## src/hw/cwd_pkg.sv

```systemverilog
package cwd_pkg;

    ////////////////////////////////////////////////////////////////////////
    // Bus geometry
    localparam int unsigned CWD_ADR_W  = 16;
    localparam int unsigned CWD_DAT_W  = 32;
    localparam int unsigned CWD_WORD_W = 14;

    // Register indices, byte address is four times the index
    localparam logic [13:0] CWD_CFG_INDEX  = 14'h2007;
    localparam logic [13:0] CWD_STAT_INDEX = 14'h2008;

    ////////////////////////////////////////////////////////////////////////
    // Configuration word fields
    localparam int unsigned CWD_OSC_LSB   = 0;
    localparam int unsigned CWD_WDOG_BIT  = 2;
    localparam int unsigned CWD_TIMER_BIT = 3;
    localparam int unsigned CWD_BROWN_BIT = 6;
    localparam int unsigned CWD_TRIP_LSB  = 10;
    localparam int unsigned CWD_PAIR_LO   = 4;
    localparam int unsigned CWD_PAIR_MID  = 8;
    localparam int unsigned CWD_PAIR_HI   = 12;

    // Protect copies of the single-bit variant: bits 13-7 and 5-4
    localparam logic [13:0] CWD_PROT_MASK_SINGLE = 14'h3fb0;
    // Positions with no function, forced to one on read-back
    localparam logic [13:0] CWD_UNIMP_SINGLE     = 14'h0000;
    localparam logic [13:0] CWD_UNIMP_PAIRED     = 14'h0080;

    // Erased word: every cell reads one
    localparam logic [13:0] CWD_WORD_RESET = 14'h3fff;

    ////////////////////////////////////////////////////////////////////////
    // Decoded status register layout
    localparam int unsigned CWD_ST_OSC_LSB  = 0;
    localparam int unsigned CWD_ST_WDOG     = 2;
    localparam int unsigned CWD_ST_TIMER    = 3;
    localparam int unsigned CWD_ST_BROWN    = 4;
    localparam int unsigned CWD_ST_TRIP_LSB = 5;
    localparam int unsigned CWD_ST_PROT_LSB = 7;
    localparam int unsigned CWD_ST_AGREE    = 9;
    localparam int unsigned CWD_ST_ACTIVE   = 10;
    localparam int unsigned CWD_ST_EXEMPT   = 11;
    localparam int unsigned CWD_ST_VARIANT  = 12;

    ////////////////////////////////////////////////////////////////////////
    // Encodings
    typedef enum logic {
        CWD_SINGLE = 1'b0,
        CWD_PAIRED = 1'b1
    } cwd_variant_e;

    typedef enum logic [1:0] {
        CWD_OSC_LP = 2'h0,
        CWD_OSC_XT = 2'h1,
        CWD_OSC_HS = 2'h2,
        CWD_OSC_RC = 2'h3
    } cwd_osc_e;

    typedef enum logic [1:0] {
        CWD_PROT_ALL   = 2'h0,
        CWD_PROT_UP3Q  = 2'h1,
        CWD_PROT_UPHLF = 2'h2,
        CWD_PROT_OFF   = 2'h3
    } cwd_prot_e;

endpackage

```

## src/hw/cwd_config_word.sv

```systemverilog
`timescale 1ns/1ns
// Summary of operation
// The word is 14 bits, bit 13 down to bit 0, at location 2007h.
// Single-bit variant: protect copies at 13-7 and 5-4, 1 open, 0 all.
// Protection applies only when every protect copy agrees.
// Bit 6 at one enables brown-out reset, at zero disables it.
// Bit 3 is an active-low power-up timer enable.
// Bit 2 at one enables the watchdog, at zero disables it.
// Bits 1-0 pick the oscillator: 11 RC, 10 HS, 01 XT, 00 LP.
// Brown-out reset enabled forces the power-up timer on.
// The programmer should enable the timer whenever brown-out is on.
// Paired variant: bits 11-10 pick one of four brown-out levels.
// Paired variant: protect pairs at 13-12, 9-8, 5-4 must be equal.
// Positions with no function read back as one.
module cwd_config_word
    import cwd_pkg::*;
#(
    parameter cwd_variant_e VARIANT = CWD_SINGLE
) (
    input  wire logic                 i_clk,
    input  wire logic                 i_arst_n,
    input  wire logic                 i_wb_cyc,
    input  wire logic                 i_wb_stb,
    input  wire logic                 i_wb_we,
    input  wire logic [CWD_ADR_W-1:0] i_wb_adr,
    input  wire logic [3:0]           i_wb_sel,
    input  wire logic [CWD_DAT_W-1:0] i_wb_dat,
    output logic      [CWD_DAT_W-1:0] o_wb_dat,
    output logic                      o_wb_ack,
    output logic                      o_brownout_enable,
    output logic                      o_powerup_timer_on,
    output logic                      o_watchdog_enable,
    output logic      [1:0]           o_oscillator_select,
    output logic      [1:0]           o_brownout_voltage_select,
    output logic      [1:0]           o_protect_code,
    output logic                      o_protect_agree,
    output logic                      o_protect_active,
    output logic                      o_protect_low_exempt
);

    ////////////////////////////////////////////////////////////////////////
    // Variant constants
    localparam logic [13:0] UNIMP = (VARIANT == CWD_PAIRED) ?
                                    CWD_UNIMP_PAIRED : CWD_UNIMP_SINGLE;

    // Whole module state in one record
    typedef struct packed {
        logic [13:0]          word;
        logic                 ack;
        logic [CWD_DAT_W-1:0] rdata;
        logic                 brown_en;
        logic                 timer_on;
        logic                 wdog_en;
        cwd_osc_e             osc;
        logic [1:0]           trip_sel;
        cwd_prot_e            prot;
        logic                 agree;
        logic                 active;
        logic                 exempt;
    } cwd_state_s;

    // Decoded values of the erased word, matching the decoders
    localparam cwd_state_s ST_RESET = '{
        word:    CWD_WORD_RESET,
        ack:     1'b0,
        rdata:   32'h0000_0000,
        brown_en: 1'b1,
        timer_on: 1'b1,
        wdog_en:  1'b1,
        osc:      CWD_OSC_RC,
        trip_sel: (VARIANT == CWD_PAIRED) ? 2'h3 : 2'h0,
        prot:    CWD_PROT_OFF,
        agree:   1'b1,
        active:  1'b0,
        exempt:  1'b0
    };

    cwd_state_s st;
    cwd_state_s next_st;

    ////////////////////////////////////////////////////////////////////////
    // Field decoders working on the stored word
    logic       dec_brown;
    logic       dec_timer;
    logic       dec_wdog;
    cwd_osc_e   dec_osc;
    logic [1:0] dec_trip;
    cwd_prot_e  dec_prot;
    logic       dec_agree;
    logic       dec_active;
    logic       dec_exempt;

    cwd_supervisor_dec #(
        .VARIANT(VARIANT)
    ) u_supervisor (
        .i_word                    (st.word),
        .o_brownout_enable         (dec_brown),
        .o_powerup_timer_on        (dec_timer),
        .o_watchdog_enable         (dec_wdog),
        .o_oscillator_select       (dec_osc),
        .o_brownout_voltage_select (dec_trip)
    );

    cwd_protect_dec #(
        .VARIANT(VARIANT)
    ) u_protect (
        .i_word       (st.word),
        .o_code       (dec_prot),
        .o_agree      (dec_agree),
        .o_active     (dec_active),
        .o_low_exempt (dec_exempt)
    );

    ////////////////////////////////////////////////////////////////////////
    // Address decode
    logic        req;
    logic        hit_cfg;
    logic        hit_stat;
    logic [13:0] wr_word;
    logic [31:0] stat_word;

    // One new request per ack; the cycle with ack high blocks a repeat
    assign req      = i_wb_cyc && i_wb_stb && !st.ack;
    assign hit_cfg  = (i_wb_adr[CWD_ADR_W-1:2] == CWD_CFG_INDEX);
    assign hit_stat = (i_wb_adr[CWD_ADR_W-1:2] == CWD_STAT_INDEX);

    // Byte lanes 0 and 1 cover the 14 bits; unused cells stay one
    always_comb begin
        wr_word = st.word;
        if (i_wb_sel[0]) begin
            wr_word[7:0] = i_wb_dat[7:0];
        end
        if (i_wb_sel[1]) begin
            wr_word[13:8] = i_wb_dat[13:8];
        end
        wr_word = wr_word | UNIMP;
    end

    // Read-only view of the registered decode that the outputs currently drive
    always_comb begin
        stat_word = 32'h0000_0000;
        stat_word[CWD_ST_OSC_LSB +: 2]  = st.osc;
        stat_word[CWD_ST_WDOG]          = st.wdog_en;
        stat_word[CWD_ST_TIMER]         = st.timer_on;
        stat_word[CWD_ST_BROWN]         = st.brown_en;
        stat_word[CWD_ST_TRIP_LSB +: 2] = st.trip_sel;
        stat_word[CWD_ST_PROT_LSB +: 2] = st.prot;
        stat_word[CWD_ST_AGREE]         = st.agree;
        stat_word[CWD_ST_ACTIVE]        = st.active;
        stat_word[CWD_ST_EXEMPT]        = st.exempt;
        stat_word[CWD_ST_VARIANT]       = VARIANT;
    end

    ////////////////////////////////////////////////////////////////////////
    // Next state
    always_comb begin
        next_st = st;
        // Ack lasts one cycle; unmapped addresses answer with zero data
        next_st.ack = req;
        if (req && !i_wb_we) begin
            if (hit_cfg) begin
                next_st.rdata = {18'h0, st.word | UNIMP};
            end else if (hit_stat) begin
                next_st.rdata = stat_word;
            end else begin
                next_st.rdata = 32'h0000_0000;
            end
        end
        // Writes to the status view or unmapped space are dropped
        if (req && i_wb_we && hit_cfg) begin
            next_st.word = wr_word;
        end
        // Decoded fields follow the word one cycle later
        next_st.brown_en = dec_brown;
        next_st.timer_on = dec_timer;
        next_st.wdog_en  = dec_wdog;
        next_st.osc      = dec_osc;
        next_st.trip_sel = dec_trip;
        next_st.prot    = dec_prot;
        next_st.agree   = dec_agree;
        next_st.active  = dec_active;
        next_st.exempt  = dec_exempt;
    end

    ////////////////////////////////////////////////////////////////////////
    // State register
    always_ff @(posedge i_clk or negedge i_arst_n) begin
        if (!i_arst_n) begin
            st <= ST_RESET;
        end else begin
            st <= next_st;
        end
    end

    ////////////////////////////////////////////////////////////////////////
    // Outputs, all from the state record
    assign o_wb_dat                  = st.rdata;
    assign o_wb_ack                  = st.ack;
    assign o_brownout_enable         = st.brown_en;
    assign o_powerup_timer_on        = st.timer_on;
    assign o_watchdog_enable         = st.wdog_en;
    assign o_oscillator_select       = st.osc;
    assign o_brownout_voltage_select = st.trip_sel;
    assign o_protect_code            = st.prot;
    assign o_protect_agree           = st.agree;
    assign o_protect_active          = st.active;
    assign o_protect_low_exempt      = st.exempt;

    ////////////////////////////////////////////////////////////////////////
    // Checks
    logic [13:0] prot_copies;
    logic        copies_match;

    // Independent replica test, kept apart from the decoder
    always_comb begin
        prot_copies = st.word & CWD_PROT_MASK_SINGLE;
        if (VARIANT == CWD_SINGLE) begin
            copies_match = (prot_copies == 14'h0000) ||
                           (prot_copies == CWD_PROT_MASK_SINGLE);
        end else begin
            copies_match = (st.word[13:12] == st.word[5:4]) &&
                           (st.word[9:8] == st.word[5:4]);
        end
    end

    a_word_width: assert property (
        @(posedge i_clk) disable iff (!i_arst_n)
        (req && !i_wb_we && hit_cfg) |=>
            o_wb_ack && o_wb_dat[31:14] == 18'h0
    ) else $error("config read shows bits above 13");

    a_readback_ones: assert property (
        @(posedge i_clk) disable iff (!i_arst_n)
        (req && !i_wb_we && hit_cfg) |=>
            (o_wb_dat[13:0] & UNIMP) == UNIMP
    ) else $error("unused config position read as zero");

    a_write_lands: assert property (
        @(posedge i_clk) disable iff (!i_arst_n)
        (req && i_wb_we && hit_cfg && i_wb_sel[1:0] == 2'h3) |=>
            st.word == ($past(i_wb_dat[13:0]) | UNIMP) ##1
            o_brownout_enable == st.word[CWD_BROWN_BIT]
    ) else $error("config write not stored or decoded");

    a_single_all: assert property (
        @(posedge i_clk) disable iff (!i_arst_n)
        (VARIANT == CWD_SINGLE && prot_copies == 14'h0000) |=>
            o_protect_active && o_protect_low_exempt &&
            o_protect_code == CWD_PROT_ALL
    ) else $error("single-bit protect not applied");

    a_protect_agree: assert property (
        @(posedge i_clk) disable iff (!i_arst_n)
        !copies_match |=>
            !o_protect_active && o_protect_code == CWD_PROT_OFF &&
            !o_protect_agree
    ) else $error("protection applied with split copies");

    a_pair_code: assert property (
        @(posedge i_clk) disable iff (!i_arst_n)
        (VARIANT == CWD_PAIRED && copies_match) |=>
            o_protect_code == $past(st.word[5:4]) &&
            o_protect_active == ($past(st.word[5:4]) != 2'h3)
    ) else $error("paired protect code wrong");

    a_brownout_bit: assert property (
        @(posedge i_clk) disable iff (!i_arst_n)
        ##1 o_brownout_enable == $past(st.word[CWD_BROWN_BIT])
    ) else $error("brown-out enable does not follow bit 6");

    a_powerup_bit: assert property (
        @(posedge i_clk) disable iff (!i_arst_n)
        !st.word[CWD_BROWN_BIT] |=>
            o_powerup_timer_on == !$past(st.word[CWD_TIMER_BIT])
    ) else $error("power-up timer does not follow bit 3");

    a_powerup_forced: assert property (
        @(posedge i_clk) disable iff (!i_arst_n)
        o_brownout_enable |-> o_powerup_timer_on
    ) else $error("brown-out on without power-up timer");

    a_watchdog_bit: assert property (
        @(posedge i_clk) disable iff (!i_arst_n)
        ##1 o_watchdog_enable == $past(st.word[CWD_WDOG_BIT])
    ) else $error("watchdog enable does not follow bit 2");

    a_osc_select: assert property (
        @(posedge i_clk) disable iff (!i_arst_n)
        ##1 o_oscillator_select == $past(st.word[1:0])
    ) else $error("oscillator select does not follow bits 1-0");

    a_trip_level: assert property (
        @(posedge i_clk) disable iff (!i_arst_n)
        ##1 o_brownout_voltage_select ==
            ((VARIANT == CWD_PAIRED) ? $past(st.word[11:10]) : 2'h0)
    ) else $error("brown-out level code wrong");

    a_ack_single: assert property (
        @(posedge i_clk) disable iff (!i_arst_n)
        o_wb_ack |=> !o_wb_ack
    ) else $error("bus ack held two cycles");

    a_ack_taken: assert property (
        @(posedge i_clk) disable iff (!i_arst_n)
        req |=> o_wb_ack
    ) else $error("request taken without ack");

    a_ack_idle: assert property (
        @(posedge i_clk) disable iff (!i_arst_n)
        !req |=> !o_wb_ack
    ) else $error("ack without a request");

    a_write_dropped: assert property (
        @(posedge i_clk) disable iff (!i_arst_n)
        (req && i_wb_we && !hit_cfg) |=> $stable(st.word)
    ) else $error("stray write changed the word");

    a_unmapped_zero: assert property (
        @(posedge i_clk) disable iff (!i_arst_n)
        (req && !i_wb_we && !hit_cfg && !hit_stat) |=>
            o_wb_dat == 32'h0000_0000
    ) else $error("unmapped read returned data");

    a_status_image: assert property (
        @(posedge i_clk) disable iff (!i_arst_n)
        (req && !i_wb_we && hit_stat) |=>
            o_wb_dat[CWD_ST_TIMER] == $past(o_powerup_timer_on) &&
            o_wb_dat[CWD_ST_BROWN] == $past(o_brownout_enable) &&
            o_wb_dat[31:13] == 19'h0
    ) else $error("status view differs from decode");

    a_exempt_single: assert property (
        @(posedge i_clk) disable iff (!i_arst_n)
        o_protect_low_exempt |->
            VARIANT == CWD_SINGLE && o_protect_code == CWD_PROT_ALL
    ) else $error("low block exempt out of scheme");

    a_pair_agree: assert property (
        @(posedge i_clk) disable iff (!i_arst_n)
        (VARIANT == CWD_PAIRED && copies_match) |=> o_protect_agree
    ) else $error("equal pairs not flagged");

    a_unused_ones: assert property (
        @(posedge i_clk) disable iff (!i_arst_n)
        (st.word & UNIMP) == UNIMP
    ) else $error("unused position stored as zero");

endmodule

```

## src/hw/cwd_protect_dec.sv

```systemverilog
`timescale 1ns/1ns
module cwd_protect_dec
    import cwd_pkg::*;
#(
    parameter cwd_variant_e VARIANT = CWD_SINGLE
) (
    input  wire logic [13:0] i_word,
    output cwd_prot_e        o_code,
    output logic             o_agree,
    output logic             o_active,
    output logic             o_low_exempt
);

    ////////////////////////////////////////////////////////////////////////
    // Replica check and scheme select
    always_comb begin
        logic [13:0] copies;
        logic [1:0]  lo;
        copies = i_word & CWD_PROT_MASK_SINGLE;
        lo     = i_word[CWD_PAIR_LO +: 2];
        if (VARIANT == CWD_SINGLE) begin
            // Every copy of the one bit must match
            o_agree = (copies == 14'h0000) ||
                      (copies == CWD_PROT_MASK_SINGLE);
            o_code  = (o_agree && copies == 14'h0000) ?
                      CWD_PROT_ALL : CWD_PROT_OFF;
        end else begin
            // Three pairs must carry one pattern
            o_agree = (i_word[CWD_PAIR_HI +: 2] == lo) &&
                      (i_word[CWD_PAIR_MID +: 2] == lo);
            // Disagreeing copies leave memory open
            o_code  = o_agree ? cwd_prot_e'(lo) : CWD_PROT_OFF;
        end
        o_active     = (o_code != CWD_PROT_OFF);
        // Low block stays writable in the single-bit scheme only
        o_low_exempt = o_active && (VARIANT == CWD_SINGLE);
    end

endmodule

```

## src/hw/cwd_supervisor_dec.sv

```systemverilog
`timescale 1ns/1ns
module cwd_supervisor_dec
    import cwd_pkg::*;
#(
    parameter cwd_variant_e VARIANT = CWD_SINGLE
) (
    input  wire logic [13:0] i_word,
    output logic             o_brownout_enable,
    output logic             o_powerup_timer_on,
    output logic             o_watchdog_enable,
    output cwd_osc_e         o_oscillator_select,
    output logic [1:0]       o_brownout_voltage_select
);

    ////////////////////////////////////////////////////////////////////////
    // Reset, timer and clock source fields
    always_comb begin
        o_brownout_enable   = i_word[CWD_BROWN_BIT];
        // Brown-out needs a settled supply, so it drags the timer on
        o_powerup_timer_on  = !i_word[CWD_TIMER_BIT] ||
                              o_brownout_enable;
        o_watchdog_enable   = i_word[CWD_WDOG_BIT];
        o_oscillator_select = cwd_osc_e'(i_word[CWD_OSC_LSB +: 2]);
        // Trip level code passed raw by the paired variant, zero in the single-bit one; its level table sits downstream
        if (VARIANT == CWD_PAIRED) begin
            o_brownout_voltage_select = i_word[CWD_TRIP_LSB +: 2];
        end else begin
            o_brownout_voltage_select = 2'h0;
        end
    end

endmodule

```

## config.mk

```make
export PLATFORM = sky130hd
export DESIGN_NAME = cwd_config_word
export DESIGN_NICKNAME = d
export VERILOG_FILES = /design/src/hw/cwd_pkg.sv /design/src/hw/cwd_config_word.sv /design/src/hw/cwd_protect_dec.sv /design/src/hw/cwd_supervisor_dec.sv
export SDC_FILE = /design/constraint.sdc
export NUM_CORES = 1
export LEC_CHECK = 0
export BUFFER_PORTS_ARGS = -buffer_cell sky130_fd_sc_hd__buf_4
export CAP_MARGIN = 20
export CORE_MARGIN = 5
export CORE_UTILIZATION = 45
export DETAILED_ROUTE_END_ITERATION = 7
export MAX_ROUTING_LAYER = met4
export PLACE_DENSITY = 0.8
export SLEW_MARGIN = 40
export SYNTH_ARGS = -nofsm -noshare
export SYNTH_HDL_FRONTEND = slang
export SYNTH_HIERARCHICAL = 1
export SYNTH_SLANG_ARGS = --single-unit
```

## constraint.sdc

```tcl
create_clock -name i_clk -period 1.9 [get_ports i_clk]
set_input_delay 0.095 -clock i_clk [delete_from_list [all_inputs] [get_ports i_clk]]
set_output_delay 0.095 -clock i_clk [all_outputs]
set_load 0.01 [all_outputs]
```

==> impl_metrics.csv, run 1 <==
group,metric,value,unit
status,status,"completed",
final_layout,antenna_cells,0,
die,die-area,5870,µm²
critical_path,cp_data_arrival_time,1.72,ns
grt,overflow,0,
sta,setup_slack,0.3864,ns
final_layout,multiInputGateArea,651.9,µm²
critical_path,cp-start-kind,"input port",
sta,hold_viol_final,0,
logic_synthesis,synthFlopType,"dfstp_2",
min_path,hold_class,"in -> reg",
job,max_cap_viol_count,0,
clock_network,root_buffer,"clkbuf_8",
drt,ant_nets,0,
clock_network,clk_path_buf_depth,2,
logic_synthesis,ys_ff_latch,41,
sta,final.setup.tns,0,ns
critical_path,cp-end-kind,"flop",
clock_network,cts_made_buffers,5,
die,core,4324,µm²
drt,detail_route.first_pass.iterations,4,
clock_network,cts.sinks,41,
logic_synthesis,synth_area,1997,µm²
place,dp_slack,0.07870,ns
clock_network,path_clk_slew,0.07,ns
sta,rsz0062_at_grt,"false",
logic_synthesis,synth_enable_flop_cells,0,
final_layout,fin_nets,264,
min_path,whs_path_depth,2,
sta,max_freq,660.7,MHz
place,routabilityCongestion,0.8225,
sta,period_needed,1.514,ns
die,start_util,0.4618,
clock_network,clk_latency,0.29,ns
power,power,1.560,mW
clock_network,cts-htree-levels,2,
grt,track_usage,0.1368,
power,p_per_area,664.4,nW/µm²
critical_path,worstSetupPathType,"in -> reg",
min_path,hp-start,"i_wb_dat[7]",
die,die_h,76.62,µm
min_path,hold_end,"prot_copies[7]$_DFFE_PN1P_",
critical_path,r2r_start,"o_wb_ack$_DFF_PN0_",
clock_network,ctsResizeCount,0,
drt,viasPerCell,4.765,
power,peakVddDrop,0.0003855,V
logic_synthesis,synthCells,168,
final_layout,regArea,1054,µm²
sta,period_share,0.7966,
drt,vias,1239,
logic_synthesis,yosys.area.top_type,"dfstp_2",
final_layout,fillCellCount,377,
final_layout,syn2layout_area_growth,17.54,%
critical_path,reg2reg_slack,0.42,ns
sta,slew_violations,0,
logic_synthesis,avgSynthCellArea,11.89,µm²
drt,drc,0,
final_layout,drive_gt1_frac,0.5481,
logic_synthesis,yosysMostFrequentCell,"buf_4",
critical_path,cp_max_fo,12,
logic_synthesis,yosys_warnings,6,
sta,hold_slack,0.03847,ns
drt,drtIter0Drc,52,
drt,routed_wl,3.705,mm
grt,first_global_vias,1192,
die,io_pins,102,
sta,setup_viol,0,
critical_path,required,2.10,ns
logic_synthesis,synthTopCellsByCount,"buf_4 (46), dfstp_2 (22), dfrtp_1 (19)",
place,dp_hpwl,2.940,mm
grt,grt_max_degree,42,
clock_network,cts_tree,"done",
die,rows,24,
grt,grt_pass1_wl,6.127,mm
grt,antenna_found_initial,0,
place,io_buffers,61,
drt,wire_per_inst,14.25,µm
logic_synthesis,synthTopCellsByArea,"dfstp_2 (29%), dfrtp_1 (24%), buf_4 (17%)",
logic_synthesis,yosysUniqueCellTypes,30,
critical_path,rr_worst_depth,4,
sta,finClkSkew,0.005975,ns
logic_synthesis,yosysSeqAreaShare,0.5276,
logic_synthesis,ys_async_sr_fraction,1.000,
critical_path,r2r_end,"st[47]$_DFFE_PN1P_",
logic_synthesis,synth_top_area_frac,0.2895,
power,p_leak,1.085,nW
die,die_x,76.62,µm
==> worst max path at each step <==
stage	end	cells after the start	start
finish	o_wb_dat[7]$_DFFE_PN0P_	5	i_wb_adr[7]
global route	o_wb_dat[4]$_DFFE_PN0P_	5	i_wb_adr[7]
CTS	o_wb_dat[8]$_DFFE_PN0P_	5	i_wb_adr[7]
detailed placement	o_wb_dat[8]$_DFFE_PN0P_	5	i_wb_adr[7]
global placement	o_wb_dat[3]$_DFFE_PN0P_	5	i_wb_adr[7]
floorplan	prot_copies[4]$_DFFE_PN1P_	4	i_wb_adr[7]
==> what timing repair did <==
item,CTS,global route
hold buffers,1,0
buffers inserted,0,0
hold endpoints to repair,19,0
==> power by group <==
part | total, mW | switching, mW | leakage (nW) | internal, mW
clock network | 0.563 | 0.267 | 0.0455 | 0.296
registers | 0.881 | 0.00192 | 0.477 | 0.879
logic | 0.116 | 0.0589 | 0.563 | 0.0570
total | 1.56 | 0.328 | 1.09 | 1.23
==> state kept, by name, summed over array words and instances, names as in the netlist, 2 cells and up <==
signal                     flops
st                             5
o_brownout_voltage_select      2
prot_copies                    9
o_oscillator_select            2
o_protect_code                 2
o_wb_dat                      14
==> routing by layer <==
layer  vias up  global-route usage  share of wire
met3         8             0.02482          0.050
li1        596                   -              -
met1       591              0.1719           0.43
met4         0             0.07343          0.025
met2        44              0.2089           0.49
met5         -                   -              0
==> logic make-up after synthesis <==
kind of cell,Yosys count,share of synthesized area
and+or+nand+nor,33,0.1165
other,2,0.003761
buffers and inverters,51,0.1830
DFF,41,0.5276
AOI/OAI and AO/OA,27,0.09023
muxes,14,0.07895
==> through the flow <==
| step | utilization | instances | cell area, µm² |
|---|---|---|---|
| after floorplan | - | 186 | 2064 |
| after global placement | 0.5197 | 251 | 2247 |
| after detailed placement | 0.5197 | 251 | 2247 |
| after CTS | 0.5428 | 260 | 2347 |
| after global routing | 0.5428 | 260 | 2347 |
| final | 0.5428 | 260 | 2347 |
==> cell usage in the layout, fill, tap and decap left out, drive strengths merged <==
cell          n
a22o          2
a22oi        12
and3          2
and3b         1
and4b         1
buf          63
clkbuf        8
conb         20
dfrtp        19
dfstp        22
dlygate4sd3   1
inv           1
mux2         14
nand2        14
nand2b        2
nand3         4
nand4         1
nor2          1
nor2b         1
nor3          1
nor4          2
nor4b         1
o21ai        12
o31ai         1
or4           1
or4b          1
==> layout make-up <==
class,instances,area share
flip-flops and latches,41,0.4488
clock buffers,8,0.03838
well taps,52,0.02772
inverters,1,0.001599
repair buffers,64,0.2058
multi-input cells,94,0.2777
==> worst max-delay path: stages <==
cell	delay, ns
buf_4	0.11
or4_4	0.53
nor4_4	0.42
nand2_1	0.32
o21ai_0	0.24
Power figures use the tool's default switching activity.
==> inputs of run 2 (changes only) <==
--- a/config.mk
+++ b/config.mk
@@ -8,10 +8,10 @@
 export BUFFER_PORTS_ARGS = -buffer_cell sky130_fd_sc_hd__buf_4
 export CAP_MARGIN = 20
 export CORE_MARGIN = 5
-export CORE_UTILIZATION = 45
+export CORE_UTILIZATION = 41
 export DETAILED_ROUTE_END_ITERATION = 7
 export MAX_ROUTING_LAYER = met4
-export PLACE_DENSITY = 0.8
+export PLACE_DENSITY = 0.77
 export SLEW_MARGIN = 40
 export SYNTH_ARGS = -nofsm -noshare
 export SYNTH_HDL_FRONTEND = slang
==> constraint.sdc (replaced) <==
create_clock -name i_clk -period 1.3 [get_ports i_clk]
set_input_delay 0.065 -clock i_clk [delete_from_list [all_inputs] [get_ports i_clk]]
set_output_delay 0.065 -clock i_clk [all_outputs]
set_load 0.01 [all_outputs]
==> run 2 against run 1 <==
  * Register-to-register slack worse by 0.49 ns
  * Critical endpoint is now st[46]$_DFFE_PN1P_
  * Sequential power up 46%
  * Routed wire length up 9.2%
  * Sequential share of layout area down 2.0 points
  * Design area up 4.7%
  * Global-route usage up 0.096 points
  * The run now ends with negative setup slack left
==> impl_metrics.csv, run 2 (synthesized netlist as in run 1, its figures left out) <==
group,metric,value,unit
status,status,"complete, but fails checks",
critical_path,crit_chain,"and3b_2, and3_4, nand3_4, mux2_2",
clock_network,clk_path_buf_depth,2,
clock_network,cts_made_buffers,5,
final_layout,final_util,0.5203,
critical_path,path_buf_inv,0,
drt,ant_nets,0,
die,die_h,79.79,µm
sta,finClkSkew,0.006360,ns
sta,slew_violations,0,
place,io_buffers,61,
final_layout,finalNonFillerCells,281,
sta,rsz0062_at_grt,"true",
drt,vias,1295,
final_layout,design_area,2457,µm²
critical_path,worstSetupPathType,"reg -> reg",
drt,wire_per_inst,14.40,µm
place,postPlaceCellArea,2303,µm²
sta,hold_slack,0.01572,ns
critical_path,r2r_start,"o_wb_ack$_DFF_PN0_",
critical_path,critPathMaxStageDelay,0.38,ns
critical_path,worstSetupStartpoint,"o_wb_ack$_DFF_PN0_",
clock_network,clk_latency,0.28,ns
place,routabilityCongestion,0.7651,
critical_path,cp_data_arrival_time,1.58,ns
power,p_leak,1.119,nW
critical_path,cp_max_fo,8,
die,core,4723,µm²
die,rows,25,
final_layout,fin_nets,270,
critical_path,required,1.51,ns
grt,grt_pass1_wl,6.492,mm
min_path,hp-start,"i_wb_dat[11]",
die,io_pins,102,
sta,final.setup.tns,-0.9384,ns
grt,first_global_vias,1324,
final_layout,final_cell_mix,"buf_4 (66), dfstp_2 (22), conb_1 (20), dfrtp_1 (19), mux2_2 (14)",
clock_network,root_buffer,"clkbuf_8",
clock_network,cts_tree,"done",
die,start_util,0.4228,
drt,detail_route.first_pass.iterations,4,
sta,period_needed,1.370,ns
power,p_per_area,912.2,nW/µm²
sta,setup_slack,-0.06997,ns
job,max_cap_viol_count,0,
critical_path,cp-end-kind,"flop",
die,die_x,79.79,µm
grt,track_usage,0.1378,
critical_path,crit_family,"simple AND/OR/NAND/NOR gates",
power,peakVddDrop,0.0005750,V
critical_path,cpMaxStageDelayCell,"dfrtp_1",
clock_network,cts.sinks,41,
drt,drc,0,
final_layout,syn2layout_area_growth,23.06,%
sta,hold_viol_final,0,
place,post-place-cells,271,
status,violations,"negative setup slack",
final_layout,largest_register_ffs,14,
drt,drtIter0Drc,74,
critical_path,cp-start-kind,"flop",
sta,setup_viol,27,
clock_network,cts-htree-levels,2,
grt,antenna_found_initial,0,
min_path,hold_class,"in -> reg",
drt,routed_wl,4.047,mm
sta,max_freq,729.9,MHz
grt,grt_max_degree,42,
final_layout,antenna_cells,0,
grt,overflow,0,
clock_network,path_clk_slew,0.07,ns
clock_network,post-cts-setup-buffer-count,0,
final_layout,drive_gt1_frac,0.6075,
drt,viasPerCell,4.609,
sta,period_share,1.054,
die,die-area,6366,µm²
final_layout,layout_commonest_cell,"buf_4",
## run 2: changes by cell type in the layout (fill, tap and decap cells not counted), moves of 2 or more
cell | before | now
and3_4 | 0 | 2
o21ai_1 | 0 | 6
buf_4 | 63 | 66
o21ai_2 | 0 | 6
buf_6 | 0 | 3
o21ai_0 | 12 | 0
## run 2: power by group
group,leakage (nW),internal (mW),total [mW],switching [mW]
Sequential,0.477,1.28,1.29,0.00272
Clock,0.0395,0.381,0.768,0.387
Combinational,0.603,0.0919,0.187,0.0951
Total,1.12,1.76,2.24,0.484
## run 2: final timing paths
| kind | end | slack (ns) | cells past startpoint |
|---|---|---|---|
| worst max-delay path | st[46]$_DFFE_PN1P_ | -0.07 | 4 |
| min in group asynchronous | o_wb_dat[11]$_DFFE_PN0P_ | 0.31 | 2 |
| worst min-delay path | prot_copies[11]$_DFFE_PN1P_ | 0.02 | 2 |
| worst max register to register | st[46]$_DFFE_PN1P_ | -0.07 | 4 |
| worst min register to register | o_oscillator_select[0]$_DFF_PN1_ | 0.38 | 0 |
| max in group asynchronous | prot_copies[8]$_DFFE_PN1P_ | 0.62 | 2 |
## run 2: timing repair
item                                   CTS  global route
gates resized for setup                 12             9
hold buffers                             1             0
gates cloned                             0             1
setup endpoints to repair               28            28
endpoints found under the hold margin   19             0
pin swaps                                3             2
## run 2: per-layer routing
layer  vias to the layer above  part of all wire  track usage
li1                        604                 -            -
met1                       627              0.42       0.1670
met2                        57              0.49       0.2212
met3                         7             0.071      0.02935
met4                         0             0.018      0.06250
met5                         -                 0            -
## run 2: stage by stage
stage,power (mW),setup WS (ns)
detailed placement,1.487,-0.3332
finish,2.242,-0.06997
floorplan,1.404,-0.2096
global placement,1.484,-0.3211
global route,2.355,-0.1112
CTS,2.256,-0.06670
## run 2: final cells by class
cell class / instances / area (µm²)
fill: 417 / 2266
sequential: 41 / 1054
multi-input combinational: 94 / 696.9
timing repair buffer: 70 / 539.3
tap: 67 / 83.83
clock buffer: 8 / 80.08
inverter: 1 / 3.754
